### config.mk
export PLATFORM = sky130hd
export DESIGN_NAME = scs_spi_channel
export DESIGN_NICKNAME = d
export VERILOG_FILES = /design/src/rtl/scs_pkg.sv /design/src/rtl/scs_spi_channel.sv
export SDC_FILE = /design/constraint.sdc
export NUM_CORES = 1
export LEC_CHECK = 0
export BUFFER_PORTS_ARGS = -buffer_cell sky130_fd_sc_hd__buf_2
export CAP_MARGIN = 5
export CORE_MARGIN = 5
export CORE_UTILIZATION = 47
export DETAILED_ROUTE_END_ITERATION = 10
export PLACE_DENSITY = 0.64
export SETUP_SLACK_MARGIN = 0.1
export SLEW_MARGIN = 20
export SYNTH_ARGS = -nofsm -noshare
export SYNTH_HDL_FRONTEND = slang
export SYNTH_SLANG_ARGS = --single-unit
### constraint.sdc
create_clock -name mclk_i -period 4 [get_ports mclk_i]
set_input_delay 0.6 -clock mclk_i [delete_from_list [all_inputs] [get_ports mclk_i]]
set_output_delay 0.6 -clock mclk_i [all_outputs]
set_load 0.005 [all_outputs]
### src/rtl/scs_pkg.sv
package scs_pkg;
  // Operation
  // - Insert three-bit CRC over bits 31..3 on transmit
  // - Check received bits 31..3 against carried CRC
  // - CRC mismatch raises error pulse and flag
  // - Poly x^3+x+1, start 101, target 000
  // - Frame length setting 0x20 gives 32 bits
  // - Frame count setting sets frames per set
  // - CRC enable and format chosen per channel
  // - Without CRC all written bits pass unchanged
  // - One transmit and one receive data register
  // - Master starts frame on transmit data write
  // - Last frame of set raises frame-end event
  // - Event causes latched in readable flag register
  // - Master generates serial clock at programmed rate
  // - Late sample takes data one edge later in master role only
  // - Idle clock level held between transfers
  // - Data out low after enable, then holds
  // - Chip-select polarity zero means active low
  // - Consistency check and loopback off when zero
  // - Unit enable bit switches whole unit on

  localparam int unsigned ADDR_W = 6;
  localparam int unsigned DATA_W = 32;

  // Register byte offsets
  localparam logic [5:0] OFF_ENABLE = 6'h00;
  localparam logic [5:0] OFF_ROLE   = 6'h04;
  localparam logic [5:0] OFF_CHECK  = 6'h08;
  localparam logic [5:0] OFF_CHCFG  = 6'h0C;
  localparam logic [5:0] OFF_FRAME_BIT_LENGTH   = 6'h10;
  localparam logic [5:0] OFF_FRAME_COUNT_SETTING  = 6'h14;
  localparam logic [5:0] OFF_BAUD   = 6'h18;
  localparam logic [5:0] OFF_TRANSMIT_DATA_REGISTER   = 6'h1C;
  localparam logic [5:0] OFF_RECEIVE_DATA_REGISTER   = 6'h20;
  localparam logic [5:0] OFF_INTF   = 6'h24;
  localparam logic [5:0] OFF_STATUS = 6'h28;

  // Interrupt flag bit positions
  localparam int unsigned INTF_TX  = 0;
  localparam int unsigned INTF_RX  = 1;
  localparam int unsigned INTF_FE  = 2;
  localparam int unsigned INTF_ERR = 3;

  // Reset values and timing
  localparam logic [5:0]  FRAME_BIT_LENGTH_RST  = 6'h20;
  localparam logic [7:0]  FRAME_COUNT_SETTING_RST = 8'h04;
  localparam int unsigned MCLK_HZ   = 250_000_000;
  localparam int unsigned SCK_HZ    = 10_000_000;
  localparam int unsigned HALF_CYC  =
    (MCLK_HZ + 2 * SCK_HZ - 1) / (2 * SCK_HZ);
  localparam logic [11:0] BAUD_RST  = 12'(HALF_CYC - 1);
  localparam logic [7:0]  GAP_RST   = 8'h08;

  // CRC constants
  localparam logic [2:0] CRC_POLY   = 3'h5;
  localparam logic [2:0] CRC_TAPS   = {CRC_POLY[1:0], 1'b1};
  localparam logic [2:0] CRC_INIT   = 3'h5;
  localparam logic [2:0] CRC_TARGET = 3'h0;

  typedef struct packed {
    logic role_select;
    logic cs_input_recognition;
    logic late_sample_select;
    logic idle_clock_level;
    logic output_idle_level;
    logic chip_select_polarity;
  } scs_role_s;

  typedef struct packed {
    logic consistency_check_enable;
    logic loopback_enable;
  } scs_check_s;

  typedef struct packed {
    logic crc_format_select;
    logic crc_enable;
    logic receive_enable;
    logic transmit_enable;
  } scs_chcfg_s;

  typedef struct packed {
    logic sck;
    logic sdi;
    logic cs_n;
  } scs_pin_in_s;

  typedef struct packed {
    logic sck;
    logic sck_oe_n;
    logic sdo;
    logic sdo_oe_n;
    logic cs;
  } scs_pin_out_s;

  typedef enum logic [2:0] {
    ST_IDLE  = 3'b001,
    ST_SHIFT = 3'b010,
    ST_GAP   = 3'b100
  } scs_state_e;

  // Bits enter at the low end, so a zeroed tail yields the check field
  // and an intact received word leaves the target value behind
  function automatic logic [2:0] scs_crc3(input logic [31:0] w);
    logic [2:0] c;
    c = CRC_INIT;
    for (int i = 31; i >= 0; i--) begin
      c = {c[1:0], w[i]} ^ (c[2] ? CRC_TAPS : 3'h0);
    end
    return c;
  endfunction
endpackage

### src/rtl/scs_spi_channel.sv
module scs_spi_channel (
  // Clock and reset
  input  wire logic                  mclk_i,
  input  wire logic                  resetn_i,
  // Register port
  input  wire logic [5:0]            reg_addr_i,
  input  wire logic [31:0]           reg_wdata_i,
  input  wire logic                  reg_wr_i,
  input  wire logic                  reg_rd_i,
  output logic [31:0]                reg_rdata_o,
  // Serial pins
  input  wire scs_pkg::scs_pin_in_s  pin_i,
  output scs_pkg::scs_pin_out_s      pin_o,
  // Event pulses
  output logic                       tx_request_irq_o,
  output logic                       rx_done_irq_o,
  output logic                       frame_end_irq_o,
  output logic                       error_irq_o
);
  import scs_pkg::*;

  scs_state_e   state_q, state_d;
  scs_role_s    role_q;
  scs_check_s   check_q;
  scs_chcfg_s   chcfg_q;
  scs_pin_in_s  sync1_q, sync2_q;
  scs_pin_out_s pin_q;
  logic         en_q, sck_prev_q, tx_full_q, crc_err_q;
  logic [5:0]   frame_bit_length_q, edge_q;
  logic [7:0]   frame_count_setting_q, frames_q, gap_q;
  logic [11:0]  baud_q, div_q;
  logic [4:0]   bit_q;
  logic [31:0]  transmit_data_register_q, receive_data_register_q, tx_sh_q, rx_sh_q, rdata_q;
  logic [3:0]   intf_q;
  logic         txp_q, rxp_q, fep_q, errp_q;

  // Register write decode
  wire wr_en    = reg_wr_i && reg_addr_i == OFF_ENABLE;
  wire wr_role  = reg_wr_i && reg_addr_i == OFF_ROLE;
  wire wr_check = reg_wr_i && reg_addr_i == OFF_CHECK;
  wire wr_chcfg = reg_wr_i && reg_addr_i == OFF_CHCFG;
  wire wr_frame_bit_length  = reg_wr_i && reg_addr_i == OFF_FRAME_BIT_LENGTH;
  wire wr_frame_count_setting = reg_wr_i && reg_addr_i == OFF_FRAME_COUNT_SETTING;
  wire wr_baud  = reg_wr_i && reg_addr_i == OFF_BAUD;
  wire wr_transmit_data_register  = reg_wr_i && reg_addr_i == OFF_TRANSMIT_DATA_REGISTER;
  wire wr_intf  = reg_wr_i && reg_addr_i == OFF_INTF;
  wire wr_stat  = reg_wr_i && reg_addr_i == OFF_STATUS;

  // Role and mode selection
  wire       master  = ~role_q.role_select;
  wire       crc_on  = chcfg_q.crc_enable && chcfg_q.crc_format_select;
  wire [4:0] frame_bit_length_m1 = frame_bit_length_q[4:0] - 5'h01;  // 0x20 and 0 both mean 32
  wire       shifting = state_q == ST_SHIFT;

  // Loopback feeds our own data out back to the receiver
  wire sdi = check_q.loopback_enable ? pin_q.sdo : sync2_q.sdi;

  // Master clock generation
  wire tick    = div_q == 12'h000;
  wire m_lead  = master && shifting && tick && !edge_q[0];
  wire m_trail = master && shifting && tick && edge_q[0];
  wire m_last  = m_trail && edge_q == {frame_bit_length_m1, 1'b1};

  // Slave edges from the synchronised link clock
  wire s_edge  = sync2_q.sck ^ sck_prev_q;
  wire s_lead  = !master && shifting && s_edge
                 && sync2_q.sck != role_q.idle_clock_level;
  wire s_trail = !master && shifting && s_edge
                 && sync2_q.sck == role_q.idle_clock_level;
  wire s_last  = s_lead && bit_q == frame_bit_length_m1;
  wire cs_act  = role_q.cs_input_recognition ? !sync2_q.cs_n : 1'b1;

  // Sampling point, one edge later when late sampling is chosen in master role; slave always samples on the leading edge
  wire sample    = master ? (role_q.late_sample_select ? m_trail
                                                       : m_lead)
                          : s_lead;
  wire shift_out = master ? (m_trail && !m_last) : s_trail;
  wire done      = m_last || s_last;

  // Frame starts: master on a written word, slave on chip select, or at once when cs input recognition is off
  wire start_m = en_q && master && state_q == ST_IDLE && tx_full_q;
  wire start_s = en_q && !master && state_q == ST_IDLE && cs_act;
  wire load    = start_m || start_s;

  // Transmit word with the CRC replacing the low bits
  wire [2:0]  tx_crc  = scs_crc3({transmit_data_register_q[31:3], 3'h0});
  wire [31:0] tx_prot = crc_on ? {transmit_data_register_q[31:3], tx_crc}
                               : transmit_data_register_q;
  wire [31:0] tx_word = chcfg_q.transmit_enable ? tx_prot : 32'h0;
  wire [31:0] tx_nx   = {tx_sh_q[30:0], 1'b0};

  // Receive word including a sample taken on the final edge
  wire [31:0] rx_sh_d = sample ? {rx_sh_q[30:0], sdi} : rx_sh_q;
  wire [2:0]  rx_crc  = scs_crc3(rx_sh_d);
  wire crc_fail   = done && chcfg_q.receive_enable && crc_on
                    && rx_crc != CRC_TARGET;
  wire last_frame = frames_q + 8'h01 == frame_count_setting_q;
  wire rx_ev      = done && chcfg_q.receive_enable;
  wire tx_ev      = done && !last_frame;
  wire fe_ev      = done && last_frame;
  wire [3:0] intf_set = {crc_fail, fe_ev, rx_ev, tx_ev};
  wire cs_drive   = state_d == ST_SHIFT && master;

  // Sequencer
  always_comb begin
    state_d = state_q;
    case (state_q)
      ST_IDLE: begin
        if (load) begin
          state_d = ST_SHIFT;
        end
      end
      ST_SHIFT: begin
        if (done) begin
          state_d = ST_GAP;
        end else if (!master && !cs_act) begin
          state_d = ST_IDLE;  // Aborted by the outside master
        end
      end
      ST_GAP: begin
        if (master ? gap_q == 8'h00
                   : (!cs_act || !role_q.cs_input_recognition)) begin
          state_d = ST_IDLE;
        end
      end
      default: state_d = ST_IDLE;
    endcase
    if (!en_q) begin
      state_d = ST_IDLE;
    end
  end

  // Read multiplexer, unmapped offsets read zero
  logic [31:0] rd_val;
  always_comb begin
    case (reg_addr_i)
      OFF_ENABLE: rd_val = {31'h0, en_q};
      OFF_ROLE:   rd_val = {26'h0, role_q};
      OFF_CHECK:  rd_val = {30'h0, check_q};
      OFF_CHCFG:  rd_val = {28'h0, chcfg_q};
      OFF_FRAME_BIT_LENGTH:   rd_val = {26'h0, frame_bit_length_q};
      OFF_FRAME_COUNT_SETTING:  rd_val = {24'h0, frame_count_setting_q};
      OFF_BAUD:   rd_val = {20'h0, baud_q};
      OFF_TRANSMIT_DATA_REGISTER:   rd_val = transmit_data_register_q;
      OFF_RECEIVE_DATA_REGISTER:   rd_val = receive_data_register_q;
      OFF_INTF:   rd_val = {28'h0, intf_q};
      OFF_STATUS: rd_val = {16'h0, frames_q, 5'h0, tx_full_q,
                            shifting, crc_err_q};
      default:    rd_val = 32'h0;
    endcase
  end

  // Pin synchroniser, second stage is the only reader of the first
  always_ff @(posedge mclk_i or negedge resetn_i) begin
    if (!resetn_i) begin
      sync1_q    <= '{sck: 1'b0, sdi: 1'b0, cs_n: 1'b1};
      sync2_q    <= '{sck: 1'b0, sdi: 1'b0, cs_n: 1'b1};
      sck_prev_q <= 1'b0;
    end else begin
      sync1_q    <= pin_i;
      sync2_q    <= sync1_q;
      sck_prev_q <= sync2_q.sck;
    end
  end

  // Configuration registers
  always_ff @(posedge mclk_i or negedge resetn_i) begin
    if (!resetn_i) begin
      en_q    <= 1'b0;
      role_q  <= '0;
      check_q <= '0;
      chcfg_q <= '0;
      frame_bit_length_q  <= FRAME_BIT_LENGTH_RST;
      frame_count_setting_q <= FRAME_COUNT_SETTING_RST;
      baud_q  <= BAUD_RST;
    end else begin
      if (wr_en)    en_q    <= reg_wdata_i[0];
      if (wr_role)  role_q  <= scs_role_s'(reg_wdata_i[5:0]);
      if (wr_check) check_q <= scs_check_s'(reg_wdata_i[1:0]);
      if (wr_chcfg) chcfg_q <= scs_chcfg_s'(reg_wdata_i[3:0]);
      if (wr_frame_bit_length)  frame_bit_length_q  <= reg_wdata_i[5:0];
      if (wr_frame_count_setting) frame_count_setting_q <= reg_wdata_i[7:0];
      if (wr_baud)  baud_q  <= reg_wdata_i[11:0];
    end
  end

  // Data registers and sticky flags; a new event beats a clear
  always_ff @(posedge mclk_i or negedge resetn_i) begin
    if (!resetn_i) begin
      transmit_data_register_q    <= 32'h0;
      receive_data_register_q    <= 32'h0;
      tx_full_q <= 1'b0;
      intf_q    <= 4'h0;
      crc_err_q <= 1'b0;
      rdata_q   <= 32'h0;
    end else begin
      if (wr_transmit_data_register) transmit_data_register_q <= reg_wdata_i;
      if (rx_ev)   receive_data_register_q <= rx_sh_d;
      tx_full_q <= wr_transmit_data_register || (tx_full_q && !load);
      intf_q    <= (intf_q & ~(wr_intf ? reg_wdata_i[3:0] : 4'h0))
                   | intf_set;
      crc_err_q <= crc_fail
                   || (crc_err_q && !(wr_stat && reg_wdata_i[0]));
      rdata_q   <= reg_rd_i ? rd_val : 32'h0;
    end
  end

  // Frame engine counters and shifters
  always_ff @(posedge mclk_i or negedge resetn_i) begin
    if (!resetn_i) begin
      state_q  <= ST_IDLE;
      div_q    <= BAUD_RST;
      edge_q   <= 6'h00;
      bit_q    <= 5'h00;
      gap_q    <= GAP_RST;
      frames_q <= 8'h00;
      tx_sh_q  <= 32'h0;
      rx_sh_q  <= 32'h0;
    end else begin
      state_q  <= state_d;
      div_q    <= (shifting && !tick) ? div_q - 12'h001 : baud_q;
      edge_q   <= load ? 6'h00 : (m_lead || m_trail) ? edge_q + 6'h01
                                                      : edge_q;
      bit_q    <= load ? 5'h00 : s_lead ? bit_q + 5'h01 : bit_q;
      gap_q    <= done ? GAP_RST - 8'h01
                : (state_q == ST_GAP) ? gap_q - 8'h01 : gap_q;
      frames_q <= !en_q ? 8'h00 : fe_ev ? 8'h00
                : done ? frames_q + 8'h01 : frames_q;
      tx_sh_q  <= load ? tx_word : shift_out ? tx_nx : tx_sh_q;
      rx_sh_q  <= load ? 32'h0 : rx_sh_d;
    end
  end

  // Pin drivers, all registered
  always_ff @(posedge mclk_i or negedge resetn_i) begin
    if (!resetn_i) begin
      pin_q <= '{sck: 1'b0, sck_oe_n: 1'b1, sdo: 1'b0,
                 sdo_oe_n: 1'b1, cs: 1'b1};
    end else begin
      pin_q.sck      <= (master && shifting && tick) ? ~pin_q.sck
                      : shifting ? pin_q.sck
                      : role_q.idle_clock_level;
      pin_q.sck_oe_n <= !(en_q && master);
      pin_q.sdo      <= (wr_en && reg_wdata_i[0] && !en_q) ? 1'b0
                      : load ? tx_word[frame_bit_length_m1]
                      : shift_out ? tx_nx[frame_bit_length_m1] : pin_q.sdo;
      pin_q.sdo_oe_n <= !(en_q && (master || cs_act));
      pin_q.cs       <= role_q.chip_select_polarity ? cs_drive
                                                    : !cs_drive;
    end
  end

  // Event pulses, one cycle each
  always_ff @(posedge mclk_i or negedge resetn_i) begin
    if (!resetn_i) begin
      txp_q  <= 1'b0;
      rxp_q  <= 1'b0;
      fep_q  <= 1'b0;
      errp_q <= 1'b0;
    end else begin
      txp_q  <= tx_ev;
      rxp_q  <= rx_ev;
      fep_q  <= fe_ev;
      errp_q <= crc_fail;
    end
  end

  assign reg_rdata_o      = rdata_q;
  assign pin_o            = pin_q;
  assign tx_request_irq_o = txp_q;
  assign rx_done_irq_o    = rxp_q;
  assign frame_end_irq_o  = fep_q;
  assign error_irq_o      = errp_q;

  // Helper: cycles spent in one master frame
  logic [15:0] shift_cyc_q;
  always_ff @(posedge mclk_i or negedge resetn_i) begin
    if (!resetn_i) shift_cyc_q <= 16'h0;
    else shift_cyc_q <= shifting ? shift_cyc_q + 16'h1 : 16'h0;
  end

  chk_crc_insert: assert property (
    @(posedge mclk_i) disable iff (!resetn_i)
    (start_m && crc_on && chcfg_q.transmit_enable) |=>
      tx_sh_q[2:0] == scs_crc3({$past(transmit_data_register_q[31:3]), 3'h0}))
    else $error("CRC not placed in low transmit bits");

  chk_crc_error_flag: assert property (
    @(posedge mclk_i) disable iff (!resetn_i)
    crc_fail |=> (error_irq_o && crc_err_q && intf_q[INTF_ERR])
                 ##1 !error_irq_o)
    else $error("CRC mismatch not reported");

  chk_rx_flag_set: assert property (
    @(posedge mclk_i) disable iff (!resetn_i)
    rx_ev |=> intf_q[INTF_RX] && rx_done_irq_o
              && receive_data_register_q == $past(rx_sh_d))
    else $error("Receive event not latched");

  chk_frame_end: assert property (
    @(posedge mclk_i) disable iff (!resetn_i)
    fe_ev |=> frame_end_irq_o && frames_q == 8'h00
              && !tx_request_irq_o)
    else $error("Frame end not raised on last frame");

  chk_idle_clock: assert property (
    @(posedge mclk_i) disable iff (!resetn_i)
    (master && en_q && state_q == ST_IDLE && $past(state_q) == ST_IDLE)
      |-> pin_o.sck == role_q.idle_clock_level)
    else $error("Serial clock not at idle level");

  chk_cs_polarity: assert property (
    @(posedge mclk_i) disable iff (!resetn_i)
    (master && shifting && !role_q.chip_select_polarity)
      |-> !pin_o.cs)
    else $error("Chip select not active low in frame");

  chk_start_on_write: assert property (
    @(posedge mclk_i) disable iff (!resetn_i)
    (wr_transmit_data_register && master && en_q && state_q == ST_IDLE && !wr_en)
      |-> ##2 state_q == ST_SHIFT)
    else $error("Master did not start after data write");

  chk_frame_time: assert property (
    @(posedge mclk_i) disable iff (!resetn_i)
    m_last |-> shift_cyc_q + 16'h1 ==
      (16'({frame_bit_length_m1, 1'b1}) + 16'h1) * (16'(baud_q) + 16'h1))
    else $error("Master frame length or rate wrong");

  chk_sdo_low_on_enable: assert property (
    @(posedge mclk_i) disable iff (!resetn_i)
    (wr_en && reg_wdata_i[0] && !en_q) |=> !pin_o.sdo)
    else $error("Data out not low after enable");
endmodule

==> qor.yml <==
detailed_routing:
  wl_per_cell_um: 20.2
  vias_per_cell: 5.68
  first_pass_iters: 5
  drtIter0Drc: 777
  routed_wl_um: 35400
  ant_nets: 0
  drc: 0
  vias: 9967
sta:
  fmax_mhz: 280
  finalHoldWorstSlack_ps: 8.71
  slew_viol_final: 0
  finClkSkew_ps: 11.0
  layout_setup_ws_ps: 434
  setup-tns-final_ps: 0
  min_period_ps: 3570
  grt_setup_unrepaired: "no"
  worstMarginPinSlew_ps: 1010
  hold_viol_final: 0
  slew_headroom_pct: 32.5
  setup_violations: 0
  timing.final.crit_share_pct: 89.2
run:
  maxCapViolCount: 0
synthesis:
  async_flop_share_pct: 100
  yosysUniqueCellTypes: 63
  ys_seq_area_share_pct: 49.2
  ys_top_cells_by_area: "dfrtp_1, xnor2_1, mux2_2"
  synth-edff-count: 0
  yosysTopAreaCellShare_pct: 46.7
  synth_ff_type: "dfrtp_1"
  yosysMostFrequentCell: "dfrtp_1"
  synthTopCellsByCount: "dfrtp_1, nand2_1, nor2_1, o21ai_0, xnor2_1"
  syn_area_um2: 13400
  synth_cells: 1285
  syn_nets: 1338
  synth.avg_cell_area_um2: 10.4
  yosys.area.top_type: "dfrtp_1"
  yosys_warnings: 0
  ys_ff_latch: 262
setup_path:
  crit_path_start: "div_q[0]"
  worstSetupStartpointType: "flip-flop"
  cp.arrival_ps: 3990
  worstPathRequired_ps: 4420
  worstSetupEndpoint: "intf_q[3]"
  timing.rr.start: "div_q[0]"
  r2r-end: "intf_q[3]"
  path_class: "flip-flop to flip-flop"
  rrSetupSlack_ps: 430
  crit_path_end_kind: "flip-flop"
  cp_max_fo: 24
  reg2reg_depth: 12
floorplan:
  initial_core_util_pct: 47.8
  die_height_um: 179
  die_w_um: 179
  design.die.area_um2: 31900
  core_um2: 27900
  ios: 86
  row_count: 61
global_routing:
  track_usage_pct: 22.6
  grt_pass1_wl_um: 57100
  grt_overflow_total: 0
  grt_max_degree: 110
  antenna_found_initial: 1
  grt_pass1_vias: 9817
clock_tree:
  cts_max_level: 1
  ctsRootBufferMaster: "clkbuf_16"
  cts_tree: "yes"
  cts_buffer_depth: 3
  ctsResizeCount: 0
  cts.sinks: 262
  clk_pin_slew_ps: 60
  postCtsSetupBuffers: 0
  clk_latency_ps: 560
  hold_buffers: 0
  numCtsBuffers: 30
finish:
  num_antenna_cells: 0
  multi_input_area_um2: 6450
  instances_no_fill: 1755
  area_delta_synth_final_pct: 14.6
  drive_above_1_share_pct: 19.8
  regArea_um2: 6570
  layout.nets: 1406
  fill_cells: 2472
power_and_ir_drop:
  p_leak_nw: 6.80
  p_per_area_nw_per_um2: 504
  ir_worst_vdd_mv: 0.305
  p_total_w: 0.00771
place:
  place_congestion: 0.896
  dp_hpwl_um: 25200
  port_buffers: 85
  dpl_worst_slack_ps: 479
  post-place-cells: 1699
min_path:
  hold_class: "input port to async pin"
outcome:
  status: "completed"
## metrics by stage
step	utilization, %	area (um2)
floorplan	-	13400
detailed placement	50.9	14200
finish	54.8	15300
global route	54.8	15300
CTS	54.8	15300
global placement	50.9	14200
## state kept, by name, indices dropped and copies added (netlist names), 2 cells and up
name and count:
receive_data_register_q 32, reg_rdata_o 32, rx_sh_q 32, transmit_data_register_q 32, tx_sh_q 31, baud_q 12
div_q 12, frame_count_setting_q 8, frames_q 8, gap_q 8, edge_q 6, frame_bit_length_q 6
role_q 6, bit_q 5, pin_o 5, chcfg_q 4, intf_q 4, state_q 3
sync1_q 3, sync2_q 3, check_q 2
## power by group
group	switching [W]	leakage, nW	internal, W
Sequential	0.000324	3.44	0.00295
Combinational	0.000763	2.82	0.000722
Clock	0.00112	0.546	0.00183
Total	0.00220	6.80	0.00550
## how the worst min path moves through the flow
stage | startpoint | endpoint | slack (ps)
2_1_floorplan | resetn_i | baud_q[0] | 300
3_3_place_gp | sync1_q[2] | sync2_q[2] | 330
3_5_place_dp | sync1_q[2] | sync2_q[2] | 340
4_1_cts | resetn_i | receive_data_register_q[5] | 40
5_1_grt | resetn_i | receive_data_register_q[5] | 60
6_report | resetn_i | receive_data_register_q[5] | 9
## logic make-up (layout without fill, tap and decap cells)
family | Yosys count | in the layout | synth area share, %
flops | 262 | 262 | 49.2
xor+xnor | 133 | 133 | 10.1
simple gates | 430 | 430 | 14.4
buf+inv | 90 | 182 | 2.69
mux | 126 | 126 | 11.9
fa+ha+maj | 8 | 8 | 0.750
compound gates | 236 | 236 | 10.9
## worst max-delay path, stage by stage, from the launching register on
cell	delay [ps]
dfrtp_1	390
inv_1	100
ha_1	170
nor4b_1	390
nand4_2	320
o21ai_4	450
buf_4	440
nor2b_1	180
nor2_1	50
xnor2_1	380
nand3_1	180
a32oi_1	290
o21ai_1	90
## cells in the final DEF (no fill, tap or decap), drive strengths merged, types with 6 or more instances in the layout
master  instances
ha              8
nor3           20
nand4          10
mux2i          52
clkinv          9
mux4           20
a22oi          24
o21ai         104
nor4            6
a21oi          28
buf           111
xnor2          86
inv            16
nand3          51
nand2b          8
and2           14
nand2         162
clkbuf         41
nor2          127
xnor3          11
mux2           54
a32oi           8
a31oi          33
xor2           35
dfrtp         249
nor2b          12
dfstp          13
## layout make-up
type,instances,share of cell area (%)
clock buffers,41,5.91
flip-flops and latches,262,43.0
multi-input cells,933,42.2
well taps,378,3.09
repair buffers,111,4.29
inverters,15,0.368
clock inverters,15,1.20
## metal layers
metal	part of all wire, %	vias to the layer above	global-route usage [%]	wire length (um)
met5	0.042	-	0	15
li1	-	4647	-	-
met4	2.0	2	5.02	724
met2	48	280	36.3	16900
met3	5.3	59	2.99	1890
met1	45	4979	33.2	15900
Note: power is estimated with default switching activity, not from simulation.
